[src/csio_pkg.sv]
// Package of constants and types for the clocked serial shifter.
package csio_pkg;
    // Register byte addresses: offsets such as 0x1d are not multiples of
    // four, so all are kept as indices and the byte address is four times.
    localparam logic [7:0] CSIO_IDX_MODE = 8'h1c;
    localparam logic [7:0] CSIO_IDX_DATA = 8'h1d;
    localparam logic [7:0] CSIO_IDX_IRQ_STAT = 8'h20;
    localparam logic [7:0] CSIO_IDX_IRQ_EN = 8'h21;
    localparam logic [7:0] CSIO_IDX_IRQ_CLR = 8'h22;
    localparam logic [9:0] CSIO_ADDR_MODE = {CSIO_IDX_MODE, 2'b00};
    localparam logic [9:0] CSIO_ADDR_DATA = {CSIO_IDX_DATA, 2'b00};
    localparam logic [9:0] CSIO_ADDR_IRQ_STAT = {CSIO_IDX_IRQ_STAT, 2'b00};
    localparam logic [9:0] CSIO_ADDR_IRQ_EN = {CSIO_IDX_IRQ_EN, 2'b00};
    localparam logic [9:0] CSIO_ADDR_IRQ_CLR = {CSIO_IDX_IRQ_CLR, 2'b00};
    // Mode register field positions.
    localparam int CSIO_BIT_DONE = 7;
    localparam int CSIO_BIT_IRQ_EN = 6;
    localparam int CSIO_BIT_CLK_OE = 5;
    localparam int CSIO_BIT_DATA_OE = 4;
    localparam int CSIO_BIT_CKS_HI = 3;
    localparam int CSIO_BIT_CKS_LO = 2;
    localparam int CSIO_BIT_ORDER = 1;
    localparam int CSIO_BIT_START = 0;
    localparam logic [7:0] CSIO_MODE_RESET = 8'h00;
    // Instruction cycle in system clocks, and half shift-clock periods.
    localparam int CSIO_INSTR_CYCLES = 4;
    localparam logic [7:0] CSIO_HALF_X2 = 8'(CSIO_INSTR_CYCLES * 2 / 2);
    localparam logic [7:0] CSIO_HALF_X8 = 8'(CSIO_INSTR_CYCLES * 8 / 2);
    localparam logic [7:0] CSIO_HALF_X32 = 8'(CSIO_INSTR_CYCLES * 32 / 2);
    localparam logic [3:0] CSIO_BITS = 4'h8;
    localparam logic [1:0] CSIO_AXI_OKAY = 2'b00;
    localparam logic [1:0] CSIO_AXI_SLVERR = 2'b10;
    typedef enum logic [1:0] {
        CSIO_CKS_X2,
        CSIO_CKS_X8,
        CSIO_CKS_X32,
        CSIO_CKS_EXT
    } csio_cks_t;
endpackage

[src/csio_edge_if.sv]
// Interface carrying the shift-clock edge strobes to the shifter core.
`timescale 1ns/100ps
interface csio_edge_if;
    logic fall;
    logic rise;
    modport src (output fall, output rise);
    modport dst (input fall, input rise);
endinterface

[src/csio_clkgen.sv]
// Shift-clock generator: internal divider or synchronised external clock.
`timescale 1ns/100ps
module csio_clkgen (
    input wire logic aclk,
    input wire logic aresetn,
    input wire logic running,
    input wire logic [1:0] cks,
    input wire logic sck_in,
    output logic sck_int,
    csio_edge_if.src edges
);
    import csio_pkg::*;
    logic sync1;
    logic sync2;
    logic sync3;
    logic [7:0] cnt;
    wire logic external = (cks == 2'(CSIO_CKS_EXT));
    wire logic [7:0] half = (cks == 2'(CSIO_CKS_X2)) ? CSIO_HALF_X2 :
                            (cks == 2'(CSIO_CKS_X8)) ? CSIO_HALF_X8 :
                            CSIO_HALF_X32;
    wire logic wrap = running && !external && (cnt == half - 8'h01);
    // The first stage feeds only the second; edges come from stages two/three.
    always_ff @(posedge aclk) begin
        if (!aresetn) begin
            sync1 <= 1'b1;
            sync2 <= 1'b1;
            sync3 <= 1'b1;
        end else begin
            sync1 <= sck_in;
            sync2 <= sync1;
            sync3 <= sync2;
        end
    end
    // Equal high and low halves give the 50 percent duty cycle.
    always_ff @(posedge aclk) begin
        if (!aresetn || !running || external) begin
            cnt <= 8'h00;
            sck_int <= 1'b1;
        end else if (wrap) begin
            cnt <= 8'h00;
            sck_int <= !sck_int;
        end else begin
            cnt <= cnt + 8'h01;
        end
    end
    // One strobe per edge of whichever clock is selected.
    assign edges.fall = running && (external ? (sync3 && !sync2)
                                   : (wrap && sck_int));
    assign edges.rise = running && (external ? (!sync3 && sync2)
                                   : (wrap && !sck_int));
endmodule

[src/csio_top.sv]
// Eight-bit clock-synchronous serial shifter with an AXI4-Lite slave.
//
// What this block does
// - Writing start bit one begins eight-bit shift.
// - Writing start bit zero halts transfer.
// - Start bit clears itself at transfer end.
// - Eight-bit read/write data register, undefined reset.
// - Output bit changes on shift-clock falling edge.
// - Input bit captured on shift-clock rising edge.
// - Internal clock driven out, 50 percent duty.
// - External clock shifts one bit per pulse.
// - Done flag sets after eight bits; interrupt.
// - External mode output changes at next falling.
// - Clock select: x2, x8, x32, or external.
// - Order bit selects LSB or MSB first.
// - Done flag cleared by writing zero.
// - Enables claim data pin, and clock pin unless the clock is external.
`timescale 1ns/100ps
module csio_top (
    input wire logic aclk,
    input wire logic aresetn,
    input wire logic [9:0] s_axi_awaddr,
    input wire logic s_axi_awvalid,
    output logic s_axi_awready,
    input wire logic [31:0] s_axi_wdata,
    input wire logic [3:0] s_axi_wstrb,
    input wire logic s_axi_wvalid,
    output logic s_axi_wready,
    output logic [1:0] s_axi_bresp,
    output logic s_axi_bvalid,
    input wire logic s_axi_bready,
    input wire logic [9:0] s_axi_araddr,
    input wire logic s_axi_arvalid,
    output logic s_axi_arready,
    output logic [31:0] s_axi_rdata,
    output logic [1:0] s_axi_rresp,
    output logic s_axi_rvalid,
    input wire logic s_axi_rready,
    input wire logic sck_i,
    output logic sck_o,
    output logic sck_oe,
    input wire logic sin_i,
    output logic sout_o,
    output logic sout_oe,
    output logic irq
);
    import csio_pkg::*;

    ////////////////////////////////////////////////////////////////////////
    // State.
    logic [7:0] mode;
    logic [7:0] shreg;
    logic [3:0] bitcnt;
    logic sin_s1;
    logic sin_s2;
    logic [1:0] irq_stat;
    logic [1:0] irq_en;
    logic aw_held;
    logic w_held;
    logic [9:0] aw_addr;
    logic [31:0] w_data;
    logic [3:0] w_strb;
    logic sck_int;
    csio_edge_if edges ();

    ////////////////////////////////////////////////////////////////////////
    // Write decode: address and data may arrive in either order.
    wire logic wr_go = aw_held && w_held && !s_axi_bvalid;
    wire logic wr_mode = wr_go && aw_addr == CSIO_ADDR_MODE && w_strb[0];
    wire logic wr_data = wr_go && aw_addr == CSIO_ADDR_DATA && w_strb[0];
    wire logic wr_en = wr_go && aw_addr == CSIO_ADDR_IRQ_EN && w_strb[0];
    wire logic wr_clr = wr_go && aw_addr == CSIO_ADDR_IRQ_CLR && w_strb[0];
    wire logic wr_known = aw_addr == CSIO_ADDR_MODE ||
                          aw_addr == CSIO_ADDR_DATA ||
                          aw_addr == CSIO_ADDR_IRQ_EN ||
                          aw_addr == CSIO_ADDR_IRQ_CLR;
    wire logic [7:0] wbyte = w_data[7:0];
    wire logic running = mode[CSIO_BIT_START];
    wire logic msb_first = mode[CSIO_BIT_ORDER];
    wire logic [1:0] cks = mode[CSIO_BIT_CKS_HI:CSIO_BIT_CKS_LO];
    wire logic last_bit = edges.rise && bitcnt == CSIO_BITS - 4'h1;

    ////////////////////////////////////////////////////////////////////////
    // Shift-clock source.
    csio_clkgen u_clkgen (
        .aclk(aclk),
        .aresetn(aresetn),
        .running(running),
        .cks(cks),
        .sck_in(sck_i),
        .sck_int(sck_int),
        .edges(edges)
    );

    // Serial input synchroniser.
    always_ff @(posedge aclk) begin
        if (!aresetn) begin
            sin_s1 <= 1'b0;
            sin_s2 <= 1'b0;
        end else begin
            sin_s1 <= sin_i;
            sin_s2 <= sin_s1;
        end
    end

    ////////////////////////////////////////////////////////////////////////
    // Mode register. Done flag: hardware set wins over a clearing write.
    wire logic [7:0] next_mode_wr = {
        mode[CSIO_BIT_DONE] & wbyte[CSIO_BIT_DONE],
        wbyte[6:0]};
    always_ff @(posedge aclk) begin
        if (!aresetn) begin
            mode <= CSIO_MODE_RESET;
        end else begin
            if (wr_mode) begin
                mode <= next_mode_wr;
            end
            if (last_bit) begin
                mode[CSIO_BIT_START] <= 1'b0;
                mode[CSIO_BIT_DONE] <= 1'b1;
            end
        end
    end

    ////////////////////////////////////////////////////////////////////////
    // Shift register, no reset. Rising edge shifts the new bit in at the end
    // opposite the outgoing bit; the pin follows on the falling edge.
    wire logic [7:0] next_shift = msb_first ? {shreg[6:0], sin_s2}
                                            : {sin_s2, shreg[7:1]};
    always_ff @(posedge aclk) begin
        if (wr_data) begin
            shreg <= wbyte;
        end else if (edges.rise) begin
            shreg <= next_shift;
        end
    end

    // Bit counter, restarted whenever the shifter is idle.
    always_ff @(posedge aclk) begin
        if (!aresetn || !running) begin
            bitcnt <= 4'h0;
        end else if (edges.rise) begin
            bitcnt <= bitcnt + 4'h1;
        end
    end

    ////////////////////////////////////////////////////////////////////////
    // Pins. Output data moves only on a falling edge, even after a load.
    wire logic out_bit = msb_first ? shreg[7] : shreg[0];
    always_ff @(posedge aclk) begin
        if (!aresetn) begin
            sout_o <= 1'b1;
            sck_o <= 1'b1;
            sck_oe <= 1'b0;
            sout_oe <= 1'b0;
        end else begin
            if (edges.fall) begin
                sout_o <= out_bit;
            end
            sck_o <= sck_int;
            sck_oe <= mode[CSIO_BIT_CLK_OE] && cks != 2'(CSIO_CKS_EXT);
            sout_oe <= mode[CSIO_BIT_DATA_OE];
        end
    end

    ////////////////////////////////////////////////////////////////////////
    // Interrupt status: bit0 transfer done, bit1 transfer halted by write.
    wire logic halted = wr_mode && running && !wbyte[CSIO_BIT_START];
    wire logic [1:0] events = {halted, last_bit};
    always_ff @(posedge aclk) begin
        if (!aresetn) begin
            irq_stat <= 2'b00;
            irq_en <= 2'b00;
            irq <= 1'b0;
        end else begin
            irq_stat <= (irq_stat & ~(wr_clr ? wbyte[1:0] : 2'b00)) | events;
            if (wr_en) begin
                irq_en <= wbyte[1:0];
            end
            irq <= |(irq_stat & irq_en) ||
                   (mode[CSIO_BIT_DONE] && mode[CSIO_BIT_IRQ_EN]);
        end
    end

    ////////////////////////////////////////////////////////////////////////
    // AXI write channels.
    always_ff @(posedge aclk) begin
        if (!aresetn) begin
            aw_held <= 1'b0;
            w_held <= 1'b0;
            s_axi_bvalid <= 1'b0;
            s_axi_bresp <= CSIO_AXI_OKAY;
            aw_addr <= 10'h000;
            w_data <= 32'h0000_0000;
            w_strb <= 4'h0;
        end else begin
            if (s_axi_awvalid && s_axi_awready) begin
                aw_held <= 1'b1;
                aw_addr <= {s_axi_awaddr[9:2], 2'b00};
            end
            if (s_axi_wvalid && s_axi_wready) begin
                w_held <= 1'b1;
                w_data <= s_axi_wdata;
                w_strb <= s_axi_wstrb;
            end
            if (wr_go) begin
                aw_held <= 1'b0;
                w_held <= 1'b0;
                s_axi_bvalid <= 1'b1;
                s_axi_bresp <= wr_known ? CSIO_AXI_OKAY : CSIO_AXI_SLVERR;
            end else if (s_axi_bready) begin
                s_axi_bvalid <= 1'b0;
            end
        end
    end

    ////////////////////////////////////////////////////////////////////////
    // AXI read channel; answer registered one cycle after the address.
    wire logic [9:0] ra = {s_axi_araddr[9:2], 2'b00};
    wire logic rd_known = ra == CSIO_ADDR_MODE || ra == CSIO_ADDR_DATA ||
                          ra == CSIO_ADDR_IRQ_STAT || ra == CSIO_ADDR_IRQ_EN ||
                          ra == CSIO_ADDR_IRQ_CLR;
    wire logic [7:0] rd_byte = (ra == CSIO_ADDR_MODE) ? mode :
                               (ra == CSIO_ADDR_DATA) ? shreg :
                               (ra == CSIO_ADDR_IRQ_STAT) ? {6'h00, irq_stat} :
                               (ra == CSIO_ADDR_IRQ_EN) ? {6'h00, irq_en} :
                               8'h00;
    always_ff @(posedge aclk) begin
        if (!aresetn) begin
            s_axi_rvalid <= 1'b0;
            s_axi_rdata <= 32'h0000_0000;
            s_axi_rresp <= CSIO_AXI_OKAY;
        end else if (s_axi_arvalid && s_axi_arready) begin
            s_axi_rvalid <= 1'b1;
            s_axi_rdata <= {24'h000000, rd_byte};
            s_axi_rresp <= rd_known ? CSIO_AXI_OKAY : CSIO_AXI_SLVERR;
        end else if (s_axi_rready) begin
            s_axi_rvalid <= 1'b0;
        end
    end

    ////////////////////////////////////////////////////////////////////////
    // Ready outputs, registered as the next cycle's idle condition. They
    // keep the timing of a decode of the state flops, but every pin of the
    // block now leaves from a flop.
    wire logic aw_take = s_axi_awvalid && s_axi_awready;
    wire logic w_take = s_axi_wvalid && s_axi_wready;
    wire logic ar_take = s_axi_arvalid && s_axi_arready;
    wire logic next_aw_held = !wr_go && (aw_held || aw_take);
    wire logic next_w_held = !wr_go && (w_held || w_take);
    wire logic next_bvalid = wr_go || (s_axi_bvalid && !s_axi_bready);
    wire logic next_rvalid = ar_take || (s_axi_rvalid && !s_axi_rready);
    always_ff @(posedge aclk) begin
        if (!aresetn) begin
            s_axi_awready <= 1'b0;
            s_axi_wready <= 1'b0;
            s_axi_arready <= 1'b0;
        end else begin
            s_axi_awready <= !next_aw_held && !next_bvalid;
            s_axi_wready <= !next_w_held && !next_bvalid;
            s_axi_arready <= !next_rvalid;
        end
    end

    ////////////////////////////////////////////////////////////////////////
    // Checks.
    a_start_clears: assert property (@(posedge aclk)
        disable iff (!aresetn)
        last_bit |=> !mode[CSIO_BIT_START] && mode[CSIO_BIT_DONE])
        else $error("start bit not cleared at transfer end");
    a_done_sets: assert property (@(posedge aclk)
        disable iff (!aresetn)
        $rose(mode[CSIO_BIT_DONE]) |-> $past(bitcnt) == 4'h7)
        else $error("done flag set before eight bits");
    a_irq_follows: assert property (@(posedge aclk)
        disable iff (!aresetn)
        mode[CSIO_BIT_DONE] && mode[CSIO_BIT_IRQ_EN] |=> irq)
        else $error("interrupt missing for enabled done flag");
    a_out_on_fall: assert property (@(posedge aclk)
        disable iff (!aresetn)
        $changed(sout_o) |-> $past(edges.fall))
        else $error("serial output moved off a falling edge");
    a_halt_stops: assert property (@(posedge aclk)
        disable iff (!aresetn)
        wr_mode && !wbyte[CSIO_BIT_START] |=> !running ##1 bitcnt == 4'h0)
        else $error("write of zero did not halt transfer");
    a_start_runs: assert property (@(posedge aclk)
        disable iff (!aresetn)
        wr_mode && wbyte[CSIO_BIT_START] && !last_bit |=> running)
        else $error("write of one did not start transfer");
    a_capture_rise: assert property (@(posedge aclk)
        disable iff (!aresetn)
        edges.rise && !wr_data && !msb_first |=> shreg[7] == $past(sin_s2))
        else $error("input bit not captured on rising edge");
    a_done_clear: assert property (@(posedge aclk)
        disable iff (!aresetn)
        wr_mode && !wbyte[CSIO_BIT_DONE] && !last_bit
        |=> !mode[CSIO_BIT_DONE])
        else $error("done flag not cleared by zero write");
    a_clk_oe: assert property (@(posedge aclk)
        disable iff (!aresetn)
        mode[CSIO_BIT_CLK_OE] && cks != 2'(CSIO_CKS_EXT) |=> sck_oe)
        else $error("clock pin not driven");
    c_transfer_done: cover property (@(posedge aclk) last_bit);
    c_ext_mode: cover property (@(posedge aclk)
        cks == 2'(CSIO_CKS_EXT) && edges.rise);
    c_halted: cover property (@(posedge aclk) halted);
    c_msb_done: cover property (@(posedge aclk) last_bit && msb_first);
endmodule

[config.mk]
export PLATFORM = sky130hd
export DESIGN_NAME = csio_top
export DESIGN_NICKNAME = d
export VERILOG_FILES = /design/src/csio_pkg.sv /design/src/csio_edge_if.sv /design/src/csio_clkgen.sv /design/src/csio_top.sv
export SDC_FILE = /design/constraint.sdc
export NUM_CORES = 1
export LEC_CHECK = 0
export CAP_MARGIN = 10
export CORE_MARGIN = 2
export CORE_UTILIZATION = 57
export DETAILED_ROUTE_END_ITERATION = 16
export DONT_BUFFER_PORTS = 1
export PLACE_DENSITY = 0.82
export SLEW_MARGIN = 20
export SYNTH_ARGS = -nofsm -noshare
export SYNTH_HDL_FRONTEND = slang
export SYNTH_SLANG_ARGS = --single-unit
[constraint.sdc]
create_clock -name aclk -period 2 [get_ports aclk]
set_input_delay 0.3 -clock aclk [delete_from_list [all_inputs] [get_ports aclk]]
set_output_delay 0.3 -clock aclk [all_outputs]
set_load 0.01 [all_outputs]
== Yosys cells after proc, flatten, opt, wreduce, memory -nomap -nowiden ==
Index checks and enable logic that the tools add are counted.

* Flip-flop bits (word level): 79
* Input port bits: 65
* Output and inout bits: 46
* Word-level logic and storage cells: 146

* Add/subtract/negate cells: 3
* Equal/unequal tests: 14
* Mux-type cells: 21
* Bitwise gates (word level): 6
* Reduce and logical (&&, ||, !) cells: 70

{| class="wikitable"
|+ Operator list
! operator !! number
|-
| 8-bit 2-to-1 mux || 7
|-
| 8-bit by 6-bit == test with 1-bit output, second input constant || 5
|-
| 8-bit by 5-bit == test with 1-bit output, second input constant || 4
|-
| 1-bit logical AND || 32
|-
| 1-bit zero test || 15
|-
| 1-bit logical OR || 14
|-
| 2-bit 2-to-1 mux || 5
|-
| 8-bit by 1-bit adder with 8-bit output, second input constant || 1
|-
| 8-bit == test || 1
|-
| 1-bit 2-to-1 mux || 8
|-
| 2-bit nonzero test || 4
|-
| 2-bit OR reduction || 4
|-
| 8-bit by 1-bit subtractor with 8-bit output, second input constant || 1
|-
| 7-bit 2-to-1 mux || 1
|-
| 4-bit by 1-bit adder with 4-bit output, second input constant || 1
|-
| 2-bit bitwise AND || 2
|-
| 4-bit by 3-bit == test with 1-bit output, second input constant || 1
|-
| 2-bit by 1-bit == test with 1-bit output, second input constant || 1
|-
| 2-bit == test, second input constant || 1
|-
| 2-bit zero test || 1
|-
| 2-bit != test, second input constant || 1
|-
| 2-bit NOT || 1
|-
| 2-bit OR || 1
|-
| 1-bit bitwise AND || 1
|-
| 1-bit NOT || 1
|}

== Longest topological paths before layout ==
* Depth after elaboration: 11
* Gate-level depth with buffers: 6
* Mapped depth without buffers: 6

== By module ==
From an unflattened synthesis, not the netlist that was laid out.

* Cell total of the unflattened synthesis: 380
* Area total of the unflattened synthesis: 3532.1 µm²

{| class="wikitable"
|+ By module, submodules not included
! module !! times used !! cells an instance !! area each (µm²) !! seq. area each (µm²)
|-
| csio_top || 1 || 318 || 2956.6 || 1381.3
|-
| csio_clkgen || 1 || 62 || 575.6 || 240.2
|}

== Worst setup path after synthesis ==
No wires, ideal clock.

* Kind: register to register
* Start point: register u_clkgen.cnt[0]
* End point: register mode[0]
* Data arrival time: 1.890 ns
* Required time: 1.884 ns
* Slack: -0.005 ns
* Stages on the path, launching flop included: 7
* Buffers on the path: 0
* Period minus slack after synthesis: 2.005 ns
* Cell sequence: dfxtp_1 > ha_1 > nand4bb_2 > a211o_1 > o21a_4 > or4b_4 > and3_1

* Cells in the longest elaborated chain, start to end: 7

{| class="wikitable"
|+ RTL lines
! what !! line !! source
|-
| start, declared || csio_clkgen.sv:16 || <nowiki>logic [7:0] cnt;</nowiki>
|-
| start signal, assigned || csio_clkgen.sv:43 || <nowiki>cnt <= cnt + 8'h01;</nowiki>
|-
| 8-bit == test || csio_clkgen.sv:21 || <nowiki>wire logic wrap = running && !external && (cnt == half - 8'h01);</nowiki>
|-
| 1-bit logical AND || csio_clkgen.sv:21 ||
|-
| 1-bit logical AND || csio_clkgen.sv:50 || <nowiki>: (wrap && !sck_int));</nowiki>
|-
| 1-bit 2-to-1 mux || csio_clkgen.sv:49 || <nowiki>assign edges.rise = running && (external ? (!sync3 && sync2)</nowiki>
|-
| 1-bit logical AND || csio_clkgen.sv:49 ||
|-
| 1-bit logical AND || csio_top.sv:81 || <nowiki>wire logic last_bit = edges.rise && bitcnt == CSIO_BITS - 4'h1;</nowiki>
|-
| 2-bit OR reduction (no source line) || n/a ||
|-
| end signal, assigned || csio_top.sv:116 || <nowiki>mode <= next_mode_wr;</nowiki>
|-
| end, declared || csio_top.sv:51 || <nowiki>logic [7:0] mode;</nowiki>
|}

Every way passes these cells.
A chain may end at the register's enable or synchronous reset.

== Worst setup path in the final report ==
* Start point: register u_clkgen.cnt[0]
* End point: register bitcnt[2]

* Cells in the longest elaborated chain, start to end: 5

{| class="wikitable"
|+ RTL lines
! what !! line !! source
|-
| 8-bit == test || csio_clkgen.sv:21 ||
|-
| 1-bit logical AND || csio_clkgen.sv:21 ||
|-
| 1-bit logical AND || csio_clkgen.sv:50 ||
|-
| 1-bit 2-to-1 mux || csio_clkgen.sv:49 ||
|-
| 1-bit logical AND || csio_clkgen.sv:49 ||
|-
| end signal, assigned || csio_top.sv:143 || <nowiki>bitcnt <= bitcnt + 4'h1;</nowiki>
|-
| end, declared || csio_top.sv:53 || <nowiki>logic [3:0] bitcnt;</nowiki>
|}

Every way passes these cells.

==> flow_summary.ini <==
[global_route]
gr-usage-all-layers_pct = 20.6
grt_pass1_wl_mm = 10.5
grt_pass1_vias = 2249
grt_max_degree = 60
overflow = 0
antenna_found_initial = 0

[die]
core_sq_um = 5920
die_area_sq_um = 6780
ios = 111
dieHeight_um = 82.4
num_rows = 28
die_w_um = 82.4
start_util_pct = 59.1

[critical_path]
cp_slowest_cell = or3_2
r2r_cells = 7
critPathMaxFanout = 5
worstPathCellList = ha_4 -> nand4bb_2 -> a211o_1 -> o21a_4 -> buf_4 -> or3_2 -> a21oi_2
max_stage_delay_ns = 0.43
cp-end-kind = flop
required_ns = 2.28
cp_top_family = compound AO/OA/AOI/OAI gates
crit_buf_inv = 1
cp.arrival_ns = 2.19
worst-setup-path-type = reg -> reg
path_depth = 7
startpoint_type = flop

[timing]
fmax_mhz = 522
min_period_over_period_pct = 95.7
rsz0062_at_grt = false
fin_tns_setup_ns = 0
worst_pin_slew_ns = 0.543
fin_crit_ns = 1.91
setup_viol = 0
clock_skew_ns = 0.00626
hold_violations = 0
drv_slew = 0
relSlewSlack_pct = 63.7

[power_and_ir_drop]
ir_worst_vdd_uv = 618
power.density_nw_per_um2 = 748
p_leak_uw = 0.00133

[cts]
cts_tree = done
clockBufferDepth = 2
htreeDepth = 3
clock-sinks = 77
numCtsBuffers = 9
cts-root-buf = clkbuf_8
path_clk_slew_ns = 0.07
clk_latency_ns = 0.35

[synth]
synth-seq-area-share_pct = 46.3
synth-edff-count = 8
synth_area_sq_um = 3500
synth-seq-cells = 77
ys_types = 51
synth-async-reset-ratio_pct = 0
synth_area_per_cell_sq_um = 9.14
synthCells = 383
synth-warning-count = 0
synth_ff_type = dfxtp_1

[detailed_routing]
wl_per_cell_um = 13.5
vias = 2548
drc = 0
first_pass_iters = 4
vias_per_cell = 5.43
wl_mm = 6.35
ant_nets = 0
drt_iter0_drc = 157

[finish]
final_net_count = 457
area_growth_pct = 6.43
drive_above_1_share_pct = 10.7
antenna_cells = 0
design_area_sq_um = 3730

[outcome]
status = complete, no violations

[place]
gp_congestion = 0.859
dp_hpwl_mm = 4.63
io_buffer_count = 0
place_area_sq_um = 3530

[worst_hold_path]
hp-class = in -> reg
min_path_cells = 1

[run]
cap_violations = 0
layout make-up:
cell class,instances,area (sq um)
multi-input combinational,285,1720
clock buffer,14,173
clock inverter,1,5.00
tap,75,93.8
inverter,5,18.8
timing repair buffer,12,90.1
fill,511,2190
sequential,77,1620
worst paths after layout:
kind                         from        endpoint  slack [ns]
setup / recovery  u_clkgen.cnt[0]       bitcnt[2]        0.09
hold / removal            aresetn          sout_o        0.02
hold reg to reg    u_clkgen.sync1  u_clkgen.sync2        0.41
setup reg to reg  u_clkgen.cnt[0]       bitcnt[2]        0.09
per-layer routing:
metal	part of all wire, %	vias up	GRT usage, %
met3	7.9	11	7.72
li1	-	1289	-
met2	46	78	30.1
met4	1.6	0	8.17
met5	0	-	0
met1	45	1170	27.5
where the power goes:
part	leakage, uW	switching, uW	internal, uW
sequential	0.000633	37.3	1590
combinational	0.000602	58.8	41.7
clock	0.0000926	517	545
total	0.00133	613	2180
Yosys cell counts, drive strengths merged, types with 2 or more instances:
cell type   n  area [sq um]
nand4b      3          26.3
edfxtp      8           240
or4b        3          33.8
nor2b       2          12.5
nand2      68           255
mux2        2          22.5
o21ai      21           105
a21oi       5          25.0
buf        28           204
o31ai       3          22.5
a21boi     33           248
and2       12          77.6
nand3b      2          15.0
nand3      16          80.1
ha          2          25.0
nor2       13          48.8
a31o        2          17.5
nor3b       3          22.5
a32oi       3          33.8
dfxtp      69          1380
xor2        7          61.3
nand2b      8          50.1
and3        7          43.8
clkbuf     13          48.8
inv         5          18.8
mux2i      16           160
nor3        8          40.0
or3         5          33.8
registers in the layout (all words and copies together), names as in the netlist, 2 cells and up:
signal / cells
u_clkgen.cnt: 8
bitcnt: 4
irq_stat: 2
shreg: 8
mode: 8
w_data: 8
irq_en: 2
s_axi_rdata: 8
aw_addr: 8
repair_timing:
item                                    in CTS  in global routing
setup buffers                                0                  0
hold endpoints to repair                     0                  0
hold buffers                                 0                  0
gates resized for setup                      1                  4
pin swaps                                    1                  0
endpoints found under the setup margin       1                 10
cells by family (layout without fill, tap and decap cells):
| family | count (synthesis) | after routing | share of synthesized area [%] |
|---|---|---|---|
| compound gates | 74 | 74 | 14.9 |
| fa+ha+maj | 2 | 2 | 0.715 |
| other cells | 1 | 26 | 0.107 |
| xor+xnor | 8 | 8 | 2.00 |
| buf+inv | 46 | 32 | 7.76 |
| flops | 77 | 77 | 46.3 |
| mux | 18 | 18 | 5.22 |
| simple gates | 157 | 157 | 23.0 |
stage by stage:
stage / worst slack, ns / total power [uW] / hold WS [ns] / util (%) / std cells
4_1_cts: 0.0302 / 2810 / 0.0122 / 62.7 / 469
5_1_grt: 0.0190 / 2900 / 0.00707 / 62.9 / 469
6_report: 0.0854 / 2790 / 0.0230 / 62.9 / 469
3_3_place_gp: 0.0601 / 1760 / 0.369 / 59.6 / 454
2_1_floorplan: 0.0101 / 1790 / 0.386 / - / 408
3_5_place_dp: 0.0213 / 1760 / 0.376 / 59.6 / 454
cells in the final DEF, fill, tap and decap left out, types with 2 or more instances in the layout:
master     n
nand2b_1   8
nor2_1    13
clkbuf_1   2
or3_1      3
dfxtp_1   67
nand3_1   16
xor2_1     7
nor2b_1    2
a21boi_1   2
nand2_1   68
mux2i_1   16
o31ai_1    3
conb_1    26
or4b_1     2
dfxtp_2    2
and2_1    11
a21oi_1    4
inv_1      5
and3_1     7
a31o_2     2
clkbuf_8  12
nor3b_1    3
a32oi_1    2
buf_4     12
nand3b_1   2
edfxtp_1   8
nand4b_1   3
or3_2      2
mux2_2     2
nor3_1     8
o21ai_0   21
a21boi_0  31
Note: power is estimated with default switching activity, not from simulation.
